## src/tk_pkg.sv

```systemverilog
// Constants and types shared by the tick timer files.
// Assumes one 10 MHz system clock and a word-wide register port.
package tk_pkg;

    ////////////////////////////////////////////////////////////////////////
    // Register byte addresses
    localparam logic [31:0] ADDR_CTRL_STATUS = 32'he000e010;
    localparam logic [31:0] ADDR_RELOAD      = 32'he000e014;
    localparam logic [31:0] ADDR_CURRENT     = 32'he000e018;
    localparam logic [31:0] ADDR_CALIB       = 32'he000e01c;
    localparam logic [31:0] ADDR_IRQ_STATUS  = 32'he000e020;
    localparam logic [31:0] ADDR_IRQ_MASK    = 32'he000e024;

    ////////////////////////////////////////////////////////////////////////
    // Field positions and values
    localparam int          CNT_W         = 24;
    localparam int          BIT_ENABLE    = 0;
    localparam int          BIT_IRQ_EN    = 1;
    localparam int          BIT_CLK_SEL   = 2;
    localparam int          BIT_FLAG      = 16;
    localparam logic [31:0] CTRL_RESET    = 32'h00000000;
    localparam logic [31:0] CALIB_VALUE   = 32'hc0000000;
    localparam logic [23:0] RELOAD_RESET  = 24'h000000;
    localparam logic [23:0] CURRENT_RESET = 24'h000000;

    ////////////////////////////////////////////////////////////////////////
    // Timing
    localparam int CLK_PERIOD_NS = 100;
    localparam int REF_PERIOD_NS = 1000;
    localparam int REF_DIV_CYC   = (REF_PERIOD_NS < CLK_PERIOD_NS) ? 1 :
                                   REF_PERIOD_NS / CLK_PERIOD_NS;

    ////////////////////////////////////////////////////////////////////////
    // Types
    typedef struct packed {
        logic clock_select;
        logic tick_irq_enable;
        logic counter_enable;
    } tk_ctrl_t;

    typedef struct packed {
        logic [CNT_W-1:0] current;
        logic             reached_zero_flag;
    } tk_bank_t;

endpackage

```

## src/tk_core.sv

```systemverilog
// One banked 24-bit down counter with its reached-zero flag.
// Assumes tick_in is already gated by enable, clock select and halt.
`timescale 1ns/100ps

module tk_core #(
    parameter int CW = tk_pkg::CNT_W
) (
    // Clock and reset
    input  wire logic          clk_sys_in,
    input  wire logic          resetn_in,
    // Control
    input  wire logic          tick_in,
    input  wire logic [CW-1:0] reload_in,
    input  wire logic          cvr_wr_in,
    input  wire logic          csr_rd_in,
    // State
    output tk_pkg::tk_bank_t   bank_out,
    output logic               wrap_out
);

    logic [CW-1:0] cur;
    logic          flag;
    logic [CW-1:0] next_cur;
    logic          next_flag;

    always_comb begin
        // A clearing write beats the count, so it never raises a request
        wrap_out  = tick_in && !cvr_wr_in && (cur == CW'(1));
        next_cur  = cur;
        next_flag = flag;
        if (cvr_wr_in) begin
            next_cur = '0;
        end else if (tick_in) begin
            if (cur == '0) begin
                next_cur = reload_in;
            end else begin
                next_cur = cur - CW'(1);
            end
        end
        if (cvr_wr_in || csr_rd_in) begin
            next_flag = 1'b0;
        end
        if (wrap_out) begin
            next_flag = 1'b1;
        end
    end

    always_ff @(posedge clk_sys_in or negedge resetn_in) begin
        if (!resetn_in) begin
            cur  <= tk_pkg::CURRENT_RESET;
            flag <= 1'b0;
        end else begin
            cur  <= next_cur;
            flag <= next_flag;
        end
    end

    assign bank_out = '{current: cur, reached_zero_flag: flag};

endmodule // tk_core

```

## src/tk_timer.sv

```systemverilog
// Tick timer top: register port, banking, reference divider,
// request outputs and the summary interrupt.
// Assumes bus strobes are one cycle, never together, synchronous.
`timescale 1ns/100ps

////////////////////////////////////////////////////////////////////////////
// Contract
// - Enabled counter decrements, wraps to reload value
// - Secure and nonsecure banks, independent registers
// - Zero reload stops counting at next wrap
// - Transition to zero sets sticky flag
// - Control/status read clears the flag
// - Current write clears count, flag, no request
// - Debug halt freezes the counter
// - Clock select: 0 reference, 1 processor
// - Irq enable gates the tick request
// - Reload field bits 23:0, upper reserved
// - Flag and request only on 1 to 0
// - Current read returns live count
// - Calibration reads fixed no-ref, inexact, zero
// - Stopped controller clock halts counting
module tk_timer #(
    parameter int SEC_EXT = 1,
    parameter int CW      = tk_pkg::CNT_W,
    parameter int REF_DIV = tk_pkg::REF_DIV_CYC
) (
    // Clock and reset
    input  wire logic        clk_sys_in,
    input  wire logic        resetn_in,
    // Register port
    input  wire logic [31:0] addr_in,
    input  wire logic [31:0] wdata_in,
    input  wire logic        wr_in,
    input  wire logic        rd_in,
    input  wire logic        secure_in,
    output logic      [31:0] rdata_out,
    // Core status
    input  wire logic        debug_halt_in,
    input  wire logic        core_clk_run_in,
    // Requests
    output logic      [1:0]  tick_req_out,
    output logic             irq_out
);

    localparam int NB = (SEC_EXT != 0) ? 2 : 1;
    localparam int DW = (REF_DIV > 1) ? $clog2(REF_DIV) : 1;

    ////////////////////////////////////////////////////////////////////////
    // Bank select and access decode

    logic bsel;
    logic hit_ctrl;
    logic hit_reload;
    logic hit_current;

    // Without the security extension every access lands on bank 0
    assign bsel        = (NB == 2) ? secure_in : 1'b0;
    assign hit_ctrl    = (addr_in == tk_pkg::ADDR_CTRL_STATUS);
    assign hit_reload  = (addr_in == tk_pkg::ADDR_RELOAD);
    assign hit_current = (addr_in == tk_pkg::ADDR_CURRENT);

    ////////////////////////////////////////////////////////////////////////
    // Reference clock divider

    logic [DW-1:0] ref_cnt;
    logic [DW-1:0] next_ref_cnt;
    logic          ref_tick;
    logic          next_ref_tick;

    always_comb begin
        if (ref_cnt == DW'(REF_DIV - 1)) begin
            next_ref_cnt  = '0;
            next_ref_tick = 1'b1;
        end else begin
            next_ref_cnt  = ref_cnt + DW'(1);
            next_ref_tick = 1'b0;
        end
    end

    always_ff @(posedge clk_sys_in or negedge resetn_in) begin
        if (!resetn_in) begin
            ref_cnt  <= '0;
            ref_tick <= 1'b0;
        end else begin
            ref_cnt  <= next_ref_cnt;
            ref_tick <= next_ref_tick;
        end
    end

    ////////////////////////////////////////////////////////////////////////
    // Banks

    tk_pkg::tk_ctrl_t ctrl        [NB];
    tk_pkg::tk_ctrl_t next_ctrl   [NB];
    logic [CW-1:0]    reload      [NB];
    logic [CW-1:0]    next_reload [NB];
    tk_pkg::tk_bank_t bank        [NB];
    logic             tick        [NB];
    logic             cvr_wr      [NB];
    logic             csr_rd      [NB];
    logic             wrap        [NB];
    logic             req         [NB];

    genvar gb;
    generate
        for (gb = 0; gb < NB; gb++) begin : g_bank
            logic mine;
            logic src_tick;

            assign mine       = (bsel == 1'(gb));
            // Processor clock counts every cycle, reference only on its pulse
            assign src_tick   = ctrl[gb].clock_select ? 1'b1 : ref_tick;
            // Halt and a stopped controller clock both freeze the count
            assign tick[gb]   = ctrl[gb].counter_enable && src_tick
                                && !debug_halt_in && core_clk_run_in;
            assign cvr_wr[gb] = wr_in && hit_current && mine;
            assign csr_rd[gb] = rd_in && hit_ctrl && mine;
            assign req[gb]    = wrap[gb] && ctrl[gb].tick_irq_enable;

            always_comb begin
                next_ctrl[gb]   = ctrl[gb];
                next_reload[gb] = reload[gb];
                if (wr_in && mine && hit_ctrl) begin
                    next_ctrl[gb] = '{clock_select:    wdata_in[tk_pkg::BIT_CLK_SEL],
                                      tick_irq_enable: wdata_in[tk_pkg::BIT_IRQ_EN],
                                      counter_enable:  wdata_in[tk_pkg::BIT_ENABLE]};
                end
                if (wr_in && mine && hit_reload) begin
                    next_reload[gb] = wdata_in[CW-1:0];
                end
            end

            always_ff @(posedge clk_sys_in or negedge resetn_in) begin
                if (!resetn_in) begin
                    ctrl[gb]   <= tk_pkg::CTRL_RESET[2:0];
                    reload[gb] <= tk_pkg::RELOAD_RESET;
                end else begin
                    ctrl[gb]   <= next_ctrl[gb];
                    reload[gb] <= next_reload[gb];
                end
            end

            tk_core #(
                .CW (CW)
            ) u_core (
                .clk_sys_in (clk_sys_in),
                .resetn_in  (resetn_in),
                .tick_in    (tick[gb]),
                .reload_in  (reload[gb]),
                .cvr_wr_in  (cvr_wr[gb]),
                .csr_rd_in  (csr_rd[gb]),
                .bank_out   (bank[gb]),
                .wrap_out   (wrap[gb])
            );
        end
    endgenerate

    ////////////////////////////////////////////////////////////////////////
    // Interrupt status, mask and outputs

    logic [1:0] irq_stat;
    logic [1:0] irq_mask;
    logic [1:0] next_irq_stat;
    logic [1:0] next_irq_mask;
    logic [1:0] next_tick_req;
    logic       next_irq;

    always_comb begin
        next_tick_req = 2'h0;
        for (int b = 0; b < NB; b++) begin
            next_tick_req[b] = req[b];
        end
        next_irq_stat = irq_stat;
        next_irq_mask = irq_mask;
        if (rd_in && addr_in == tk_pkg::ADDR_IRQ_STATUS) begin
            next_irq_stat = 2'h0;
        end
        // New events are kept even when the status read lands together
        next_irq_stat = next_irq_stat | next_tick_req;
        if (wr_in && addr_in == tk_pkg::ADDR_IRQ_MASK) begin
            next_irq_mask = wdata_in[1:0];
        end
        next_irq = |(next_irq_stat & next_irq_mask);
    end

    always_ff @(posedge clk_sys_in or negedge resetn_in) begin
        if (!resetn_in) begin
            irq_stat     <= 2'h0;
            irq_mask     <= 2'h0;
            tick_req_out <= 2'h0;
            irq_out      <= 1'b0;
        end else begin
            irq_stat     <= next_irq_stat;
            irq_mask     <= next_irq_mask;
            tick_req_out <= next_tick_req;
            irq_out      <= next_irq;
        end
    end

    ////////////////////////////////////////////////////////////////////////
    // Read data, valid only in the cycle after the read strobe

    logic [31:0] next_rdata;

    always_comb begin
        next_rdata = 32'h00000000;
        if (rd_in) begin
            case (addr_in)
                tk_pkg::ADDR_CTRL_STATUS: begin
                    next_rdata[tk_pkg::BIT_FLAG]    = bank[bsel].reached_zero_flag;
                    next_rdata[tk_pkg::BIT_CLK_SEL] = ctrl[bsel].clock_select;
                    next_rdata[tk_pkg::BIT_IRQ_EN]  = ctrl[bsel].tick_irq_enable;
                    next_rdata[tk_pkg::BIT_ENABLE]  = ctrl[bsel].counter_enable;
                end
                tk_pkg::ADDR_RELOAD: begin
                    next_rdata[CW-1:0] = reload[bsel];
                end
                tk_pkg::ADDR_CURRENT: begin
                    next_rdata[CW-1:0] = bank[bsel].current;
                end
                tk_pkg::ADDR_CALIB: begin
                    next_rdata = tk_pkg::CALIB_VALUE;
                end
                tk_pkg::ADDR_IRQ_STATUS: begin
                    next_rdata[1:0] = irq_stat;
                end
                tk_pkg::ADDR_IRQ_MASK: begin
                    next_rdata[1:0] = irq_mask;
                end
                default: begin
                    next_rdata = 32'h00000000;
                end
            endcase
        end
    end

    always_ff @(posedge clk_sys_in or negedge resetn_in) begin
        if (!resetn_in) begin
            rdata_out <= 32'h00000000;
        end else begin
            rdata_out <= next_rdata;
        end
    end
endmodule // tk_timer

```

## config.mk

```make
export PLATFORM = sky130hd
export DESIGN_NAME = tk_timer
export DESIGN_NICKNAME = d
export VERILOG_FILES = /design/src/tk_pkg.sv /design/src/tk_core.sv /design/src/tk_timer.sv
export SDC_FILE = /design/constraint.sdc
export NUM_CORES = 1
export LEC_CHECK = 0
export BUFFER_PORTS_ARGS = -buffer_cell sky130_fd_sc_hd__buf_2
export CAP_MARGIN = 20
export CORE_AREA = 2 2 150 152
export DETAILED_ROUTE_END_ITERATION = 6
export DIE_AREA = 0 0 152 154
export GPL_TIMING_DRIVEN = 0
export PLACE_DENSITY = 0.58
export SETUP_SLACK_MARGIN = 0.3
export SLEW_MARGIN = 5
export SYNTH_ARGS = -nofsm -noshare
export SYNTH_HDL_FRONTEND = slang
export SYNTH_SLANG_ARGS = --single-unit
```

## constraint.sdc

```tcl
create_clock -name clk_sys_in -period 3.3 [get_ports clk_sys_in]
set_input_delay 0.165 -clock clk_sys_in [delete_from_list [all_inputs] [get_ports clk_sys_in]]
set_output_delay 0.165 -clock clk_sys_in [all_outputs]
set_load 0.01 [all_outputs]
```

==> results of run 1 <==
## layout make-up
cell class / count / area, um^2 / share of cell area (%)
multi-input combinational: 526 / 3660 / 40.1
tap: 280 / 350 / 3.84
timing repair buffer: 107 / 639 / 7.01
inverter: 14 / 52.6 / 0.576
clock inverter: 15 / 188 / 2.06
sequential: 141 / 3530 / 38.7
clock buffer: 17 / 425 / 4.66
buffer: 54 / 278 / 3.04
## cell families after synthesis
kind of cell / after synthesis / share of synthesized area [%]
compound gates: 223 / 19.8
buf+inv: 68 / 4.43
xor+xnor: 1 / 0.117
fa+ha+maj: 6 / 1.01
simple gates: 228 / 18.0
other cells: 1 / 0.0503
flops: 141 / 47.3
mux: 62 / 9.27
## stage by stage
stage	setup WS, ns	instance area (um^2)
after floorplan	0.784	7480
after global placement	-0.0318	8290
after detailed placement	0.132	8320
after CTS	0.355	9090
after global routing	0.286	9120
final	0.412	9120
## routing by layer
layer	vias up	wire (um)	share of wire (%)
met5	-	0	0
met4	0	333	1.4
met3	27	1330	5.7
met2	231	11400	49
met1	3266	10300	44
li1	3070	-	-
## repair_timing
item,in CTS,in global routing
resized for setup,1,5
setup endpoints to repair,1,14
endpoints found under the hold margin,113,0
gates cloned,0,0
hold buffers,15,0
## cells in the mapped netlist (11+ instances only)
library cell	number	area share (%)
nor3_1	32	2.1
mux2_1	38	5.7
and3_1	11	0.92
o2bb2ai_1	19	2.2
a21oi_1	57	3.8
clkbuf_1	26	1.3
nand3_1	17	1.1
dfrtp_1	141	47
nand2_1	30	1.5
nor3b_1	22	2.2
buf_2	13	0.87
nor4_1	17	1.4
nor2_1	41	2.1
inv_1	14	0.70
o21ai_0	52	3.5
o22ai_1	15	1.3
mux2_2	19	2.9
a221oi_1	36	4.2
## state kept, by name, indices dropped and copies added (netlist names), 2 cells and up
signal	count
irq_mask	2
tick_req_out	2
g_bank.u_core.flag	2
g_bank.u_core.cur	48
rdata_out	25
reload	48
ctrl	6
ref_cnt	4
irq_stat	2
## power groups by stage
stage | clock (W) | combinational, W | sequential, W
after floorplan | 0 | 0.0000510 | 0.00178
after global placement | 0 | 0.000173 | 0.00177
after detailed placement | 0 | 0.000179 | 0.00177
after CTS | 0.00204 | 0.000193 | 0.00174
after global routing | 0.00211 | 0.000212 | 0.00174
final | 0.00200 | 0.000191 | 0.00174
## worst max-delay path by stage
stage                                         from                        to  slack [ns]  cells past startpoint
after floorplan            g_bank[1].u_core.cur[0]  g_bank[1].u_core.cur[20]        0.78                      9
final                     g_bank[0].u_core.cur[18]  g_bank[0].u_core.cur[20]        0.41                      8
after CTS                 g_bank[0].u_core.cur[18]                   irq_out        0.35                      6
after global placement                   resetn_in                reload[34]       -0.03                      1
after detailed placement                addr_in[1]  g_bank[0].u_core.cur[18]        0.13                      7
after global routing      g_bank[1].u_core.cur[19]  g_bank[1].u_core.cur[14]        0.29                      8
## worst max-delay path, delay by kind of cell, from the launching register on
| family | cells | cell delay, ns |
|---|---|---|
| DFF | 1 | 0.44 |
| buffers and inverters | 2 | 0.54 |
| AOI/OAI and AO/OA | 3 | 0.35 |
| and+or+nand+nor | 3 | 1.40 |
==> metrics, run 1 <==
run status=finished clean; num ports=106; DR iter-0 viols=578; crit end category=flip-flop; setup slack, reg-to-reg=0.41 ns; Max VDD drop=0.275 mV; clk slew on worst S/H paths=0.06 ns; Starting Density=34.4%; DP HPWL=17300 um; WS Path Type=flip-flop to flip-flop; Seq cells post-synth=141; Worst-Margin Slew=1.07 ns; Cell Rows=54; Final Skew=0.00807 ns; hold worst-path end=reload[4]; crit-path max cell delay=0.56 ns; count of different cell masters after synthesis=63; Final setup viols=0; hold wc startpoint=wdata_in[4]; routed wire length=23300 um; Max Fclk=346 MHz; Skew-Pair Late Insertion Delay=0.43 ns; Critical Path Source Type=flip-flop; GRT Overall Usage=20.1%; post-layout min period=2.89 ns; DIE AREA=23400 um^2; core outline area=21700 um^2; Power Dens Cells=431 nW/um^2; most common cell after layout, fill and taps aside=dfrtp_1; Switching Share=23.4%; share of layout cells above drive strength 1=22.2%; Synth Instances=730; GPL Wtd Cong=0.917; clk sink count=141; max cap viols=0; CTS tree=yes; Area growth, synth to finish=22.3%; Synth Cell Area=7460 um^2; maximum root-to-sink buffer count=2; ANT nets after route=0; yosys warns=0; RR Startpoint=g_bank[0].u_core.cur[18]; worst path cell trace=or4_1, or4_4, nor4_2, buf_2, buf_4, a21oi_1, o211ai_1, o21ai_0; Placed Cells=1107; Clock power frac=50.9%; slowest library cell on the worst path=or4_1; post-CTS setup buffer count=0; Leak Pwr=4.23 nW; Total Power=0.00393 W; Hold Path Stages=2; clk root buf=clkbuf_16; dominant synthesized flop cell=dfrtp_1; vias in the first global route=6290; met3 Use GR=4.28%; Inserted Clock Buffers=17; Hold Slack=0.0194 ns; Flop pwr share=44.2%; Arr. time, crit path=3.17 ns; DR DRC count=0; crit path max fanout=10; Cell Count, Final, Fillers Out=1154; first-pass iteration count of the detailed router=5; Setup TNS=0 ns; initial antenna violation count=0; Worst Hold Class=primary input to flip-flop; H-tree Lvls=4; Worst Path Required=3.58 ns; Fin. Hold Viols=0; drt wl/cell=20.2 um; largest net degree at the start of global routing=90; GR Util met1=26.9%; first-pass GRT wire length=36600 um; Sw Pwr=0.000919 W; worst r2r dst=g_bank[0].u_core.cur[20]; gr busiest metal=met2; internal power=0.00301 W; Comb power frac=4.9%; fin crit share=87.5%; FF-to-FF path depth=8; Post-synth EDFFs=0; FILL cells=2089; Slew Limit Fails=0; chip height=154 um; Slew HR=28.6%; utilization after layout=42.1%; Nets=938; RSZ-0062 raised after global routing=no; GRT Residual Overflow=0; Vias per Instance=5.71; Avg Cell Area, Syn=10.2 um^2; asr flop ratio synth=100%; IO buf count=91; most frequent cells in the layout=dfrtp_1, buf_2, a21oi_1; met2 Use GR=33.1%; sequential area share after synthesis=47.3%; Die X-Extent=152 um; via count=6594; ANT cells=0
(Power assumes the default switching activity.)
==> run 2, diff against run 1 <==
--- a/config.mk
+++ b/config.mk
@@ -5,7 +5,7 @@
 export SDC_FILE = /design/constraint.sdc
 export NUM_CORES = 1
 export LEC_CHECK = 0
-export BUFFER_PORTS_ARGS = -buffer_cell sky130_fd_sc_hd__buf_2
+export BUFFER_PORTS_ARGS = -buffer_cell sky130_fd_sc_hd__clkbuf_2
 export CAP_MARGIN = 20
 export CORE_AREA = 2 2 150 152
 export DETAILED_ROUTE_END_ITERATION = 6
==> run 2 against run 1 <==
Net effect:
- critical path depth stayed put
- die area unchanged
- via count is 0.71% lower
- largest cell class unchanged
- critical endpoint is now g_bank[0].u_core.cur[10]
- clock power down 12%
- worst hold slack got worse by 0.017 ns
- design area down 1.3%
- critical path type unchanged
- non-clock buffer count down 6
- global-route usage decreased by 0.22 points
- sequential share of layout area grew 0.52 points
==> metrics, run 2 (same netlist as run 1, synthesis figures left out) <==
drt wl/cell=20.3 um (+0.23%); clk slew on worst S/H paths=0.06 ns (about the same); utilization after layout=41.5% (-0.55 points); crit end category=flip-flop; Final Skew=0.00954 ns (+0.00147 ns); post-CTS setup buffer count=0 (unchanged); Final setup viols=0 (unchanged); FF-to-FF path depth=8 (unchanged); largest net degree at the start of global routing=96 (+6.7%); slowest library cell on the worst path=or4_1; H-tree Lvls=4 (unchanged); ANT cells=0 (unchanged); Fin. Hold Viols=0 (unchanged); Max VDD drop=0.193 mV (-30%); Area after DPL=8320 um^2 (about the same); design area=9000 um^2 (-1.3%); GRT Residual Overflow=0 (unchanged); GPL Wtd Cong=0.906 (-1.3%); ANT nets after route=0 (unchanged); Starting Density=34.4% (unchanged); via count=6547 (-0.71%); Skew-Pair Late Insertion Delay=0.44 ns (about the same); Slew HR=26.6% (-2.0 points); storage element area=3530 um^2 (unchanged); DIE AREA=23400 um^2 (unchanged); Leak Pwr=4.15 nW (-1.8%); worst path cell trace=or4_1, or4_4, nor4_4, clkbuf_4, buf_2, nor3_1, a21oi_1, o22ai_1; fin crit share=86.3% (-1.2 points); maximum root-to-sink buffer count=2 (unchanged); post-layout min period=2.85 ns (-0.0393 ns); Worst-Margin Slew=1.10 ns (+0.0293 ns); max cap viols=0 (unchanged); Slew Limit Fails=0 (unchanged); DR DRC count=0 (unchanged); Worst Path Required=3.59 ns (about the same); DR iter-0 viols=609 (+5.4%); Hold Path Stages=2 (unchanged); biggest regs=g_bank.u_core.cur (48), reload (48), rdata_out (25); first-pass GRT wire length=36100 um (-1.2%); RSZ-0062 raised after global routing=no; worst setup margin=0.451 ns (+0.0393 ns); num ports=106 (unchanged); GRT Overall Usage=19.9% (-0.22 points); vias in the first global route=6217 (-1.2%); Nets=932 (-0.64%); Area growth, synth to finish=20.7%; crit path max fanout=10 (unchanged); footprint of the multi-input gates=3670 um^2 (+0.24%); DP Worst Slack=0.0494 ns (-0.0830 ns); Worst Hold Class=primary input to flip-flop; most common cell after layout, fill and taps aside=dfrtp_1; Arr. time, crit path=3.14 ns (-0.03 ns); CTS tree=yes; Inserted Clock Buffers=17 (unchanged); clk root buf=clkbuf_16; Die X-Extent=152 um (unchanged); run status=finished clean; Critical Path Source Type=flip-flop; routed wire length=23300 um (-0.29%); DP HPWL=17300 um (+0.40%); clk sink count=141 (unchanged); most frequent cells in the layout=dfrtp_1, clkbuf_2, a21oi_1; initial antenna violation count=0 (unchanged); Max Fclk=351 MHz (+1.4%); crit-path max cell delay=0.57 ns (about the same); Vias per Instance=5.70 (-0.19%); core outline area=21700 um^2 (unchanged); share of layout cells above drive strength 1=22.2% (+0.038 points); Cell Rows=54 (unchanged); FILL cells=2130 (+2.0%); chip height=154 um (unchanged); Power Dens Cells=409 nW/um^2 (-5.1%); first-pass iteration count of the detailed router=5 (unchanged); IO buf count=91 (unchanged); WS Path Type=flip-flop to flip-flop
[run 2: cell count changes in the layout (fill, tap and decap cells not counted), sizes merged]
| cell | delta |
|---|---|
| clkbuf | +94 |
| clkinvlp | +2 |
| inv | -5 |
| buf | -92 |
| bufinv | -3 |
| dlygate4sd3 | -6 |
| clkinv | +4 |
[run 2: final timing paths]
| kind | startpoint | to | slack (ns) |
|---|---|---|---|
| setup / recovery | g_bank[0].u_core.cur[18] | g_bank[0].u_core.cur[10] | 0.45 |
| hold / removal | wdata_in[14] | reload[14] | 0.002 |
| setup reg to reg | g_bank[0].u_core.cur[18] | g_bank[0].u_core.cur[10] | 0.45 |
| hold reg to reg | ref_cnt[1] | ref_tick | 0.49 |
| max in group asynchronous | resetn_in | reload[33] | 2.27 |
| min in group asynchronous | resetn_in | tick_req_out[1] | 0.22 |
[run 2: worst max-delay path, delay by kind of cell, from the launching register on]
family / cells / cell delay [ns]
simple gates: 4 / 1.49
buf+inv: 2 / 0.55
compound gates: 2 / 0.22
flops: 1 / 0.44
[run 2: timing repair]
action	CTS	global route
endpoints found under the hold margin	57	2
endpoints found under the setup margin	2	27
resized for setup	1	7
hold buffers	7	2
[run 2: per-layer routing]
layer,vias to the layer above,wire length (um),part of all wire [%],global-route usage [%]
met1,3264,10400,45,27.1
met3,32,1220,5.3,3.97
li1,3054,-,-,-
met5,-,0,0,0
met4,0,463,2.0,6.90
met2,197,11100,48,31.6
[run 2: final cells by class]
type	count	share of cell area, %
multi-input combinational	526	40.8
sequential	141	39.2
timing repair buffer	101	6.46
clock buffer	19	4.92
tap	280	3.89
buffer	54	3.11
clock inverter	13	1.07
inverter	14	0.584
[run 2: through the flow]
| step | cells | setup TNS (ns) | hold WS [ns] | power, W |
|---|---|---|---|---|
| 5_1_grt | 1148 | 0 | 0.00268 | 0.00380 |
| 2_1_floorplan | 735 | 0 | -0.131 | 0.00183 |
| 3_5_place_dp | 1107 | 0 | 0.138 | 0.00195 |
| 6_report | 1148 | 0 | 0.00242 | 0.00368 |
| 4_1_cts | 1146 | 0 | 0.00125 | 0.00371 |
| 3_3_place_gp | 1106 | -60.55 | 0.404 | 0.00194 |
[run 2: where the power goes]
| group | switching [W] | internal, W |
|---|---|---|
| registers | 0.00000230 | 0.00174 |
| clock network | 0.000781 | 0.000978 |
| logic | 0.000114 | 0.0000711 |
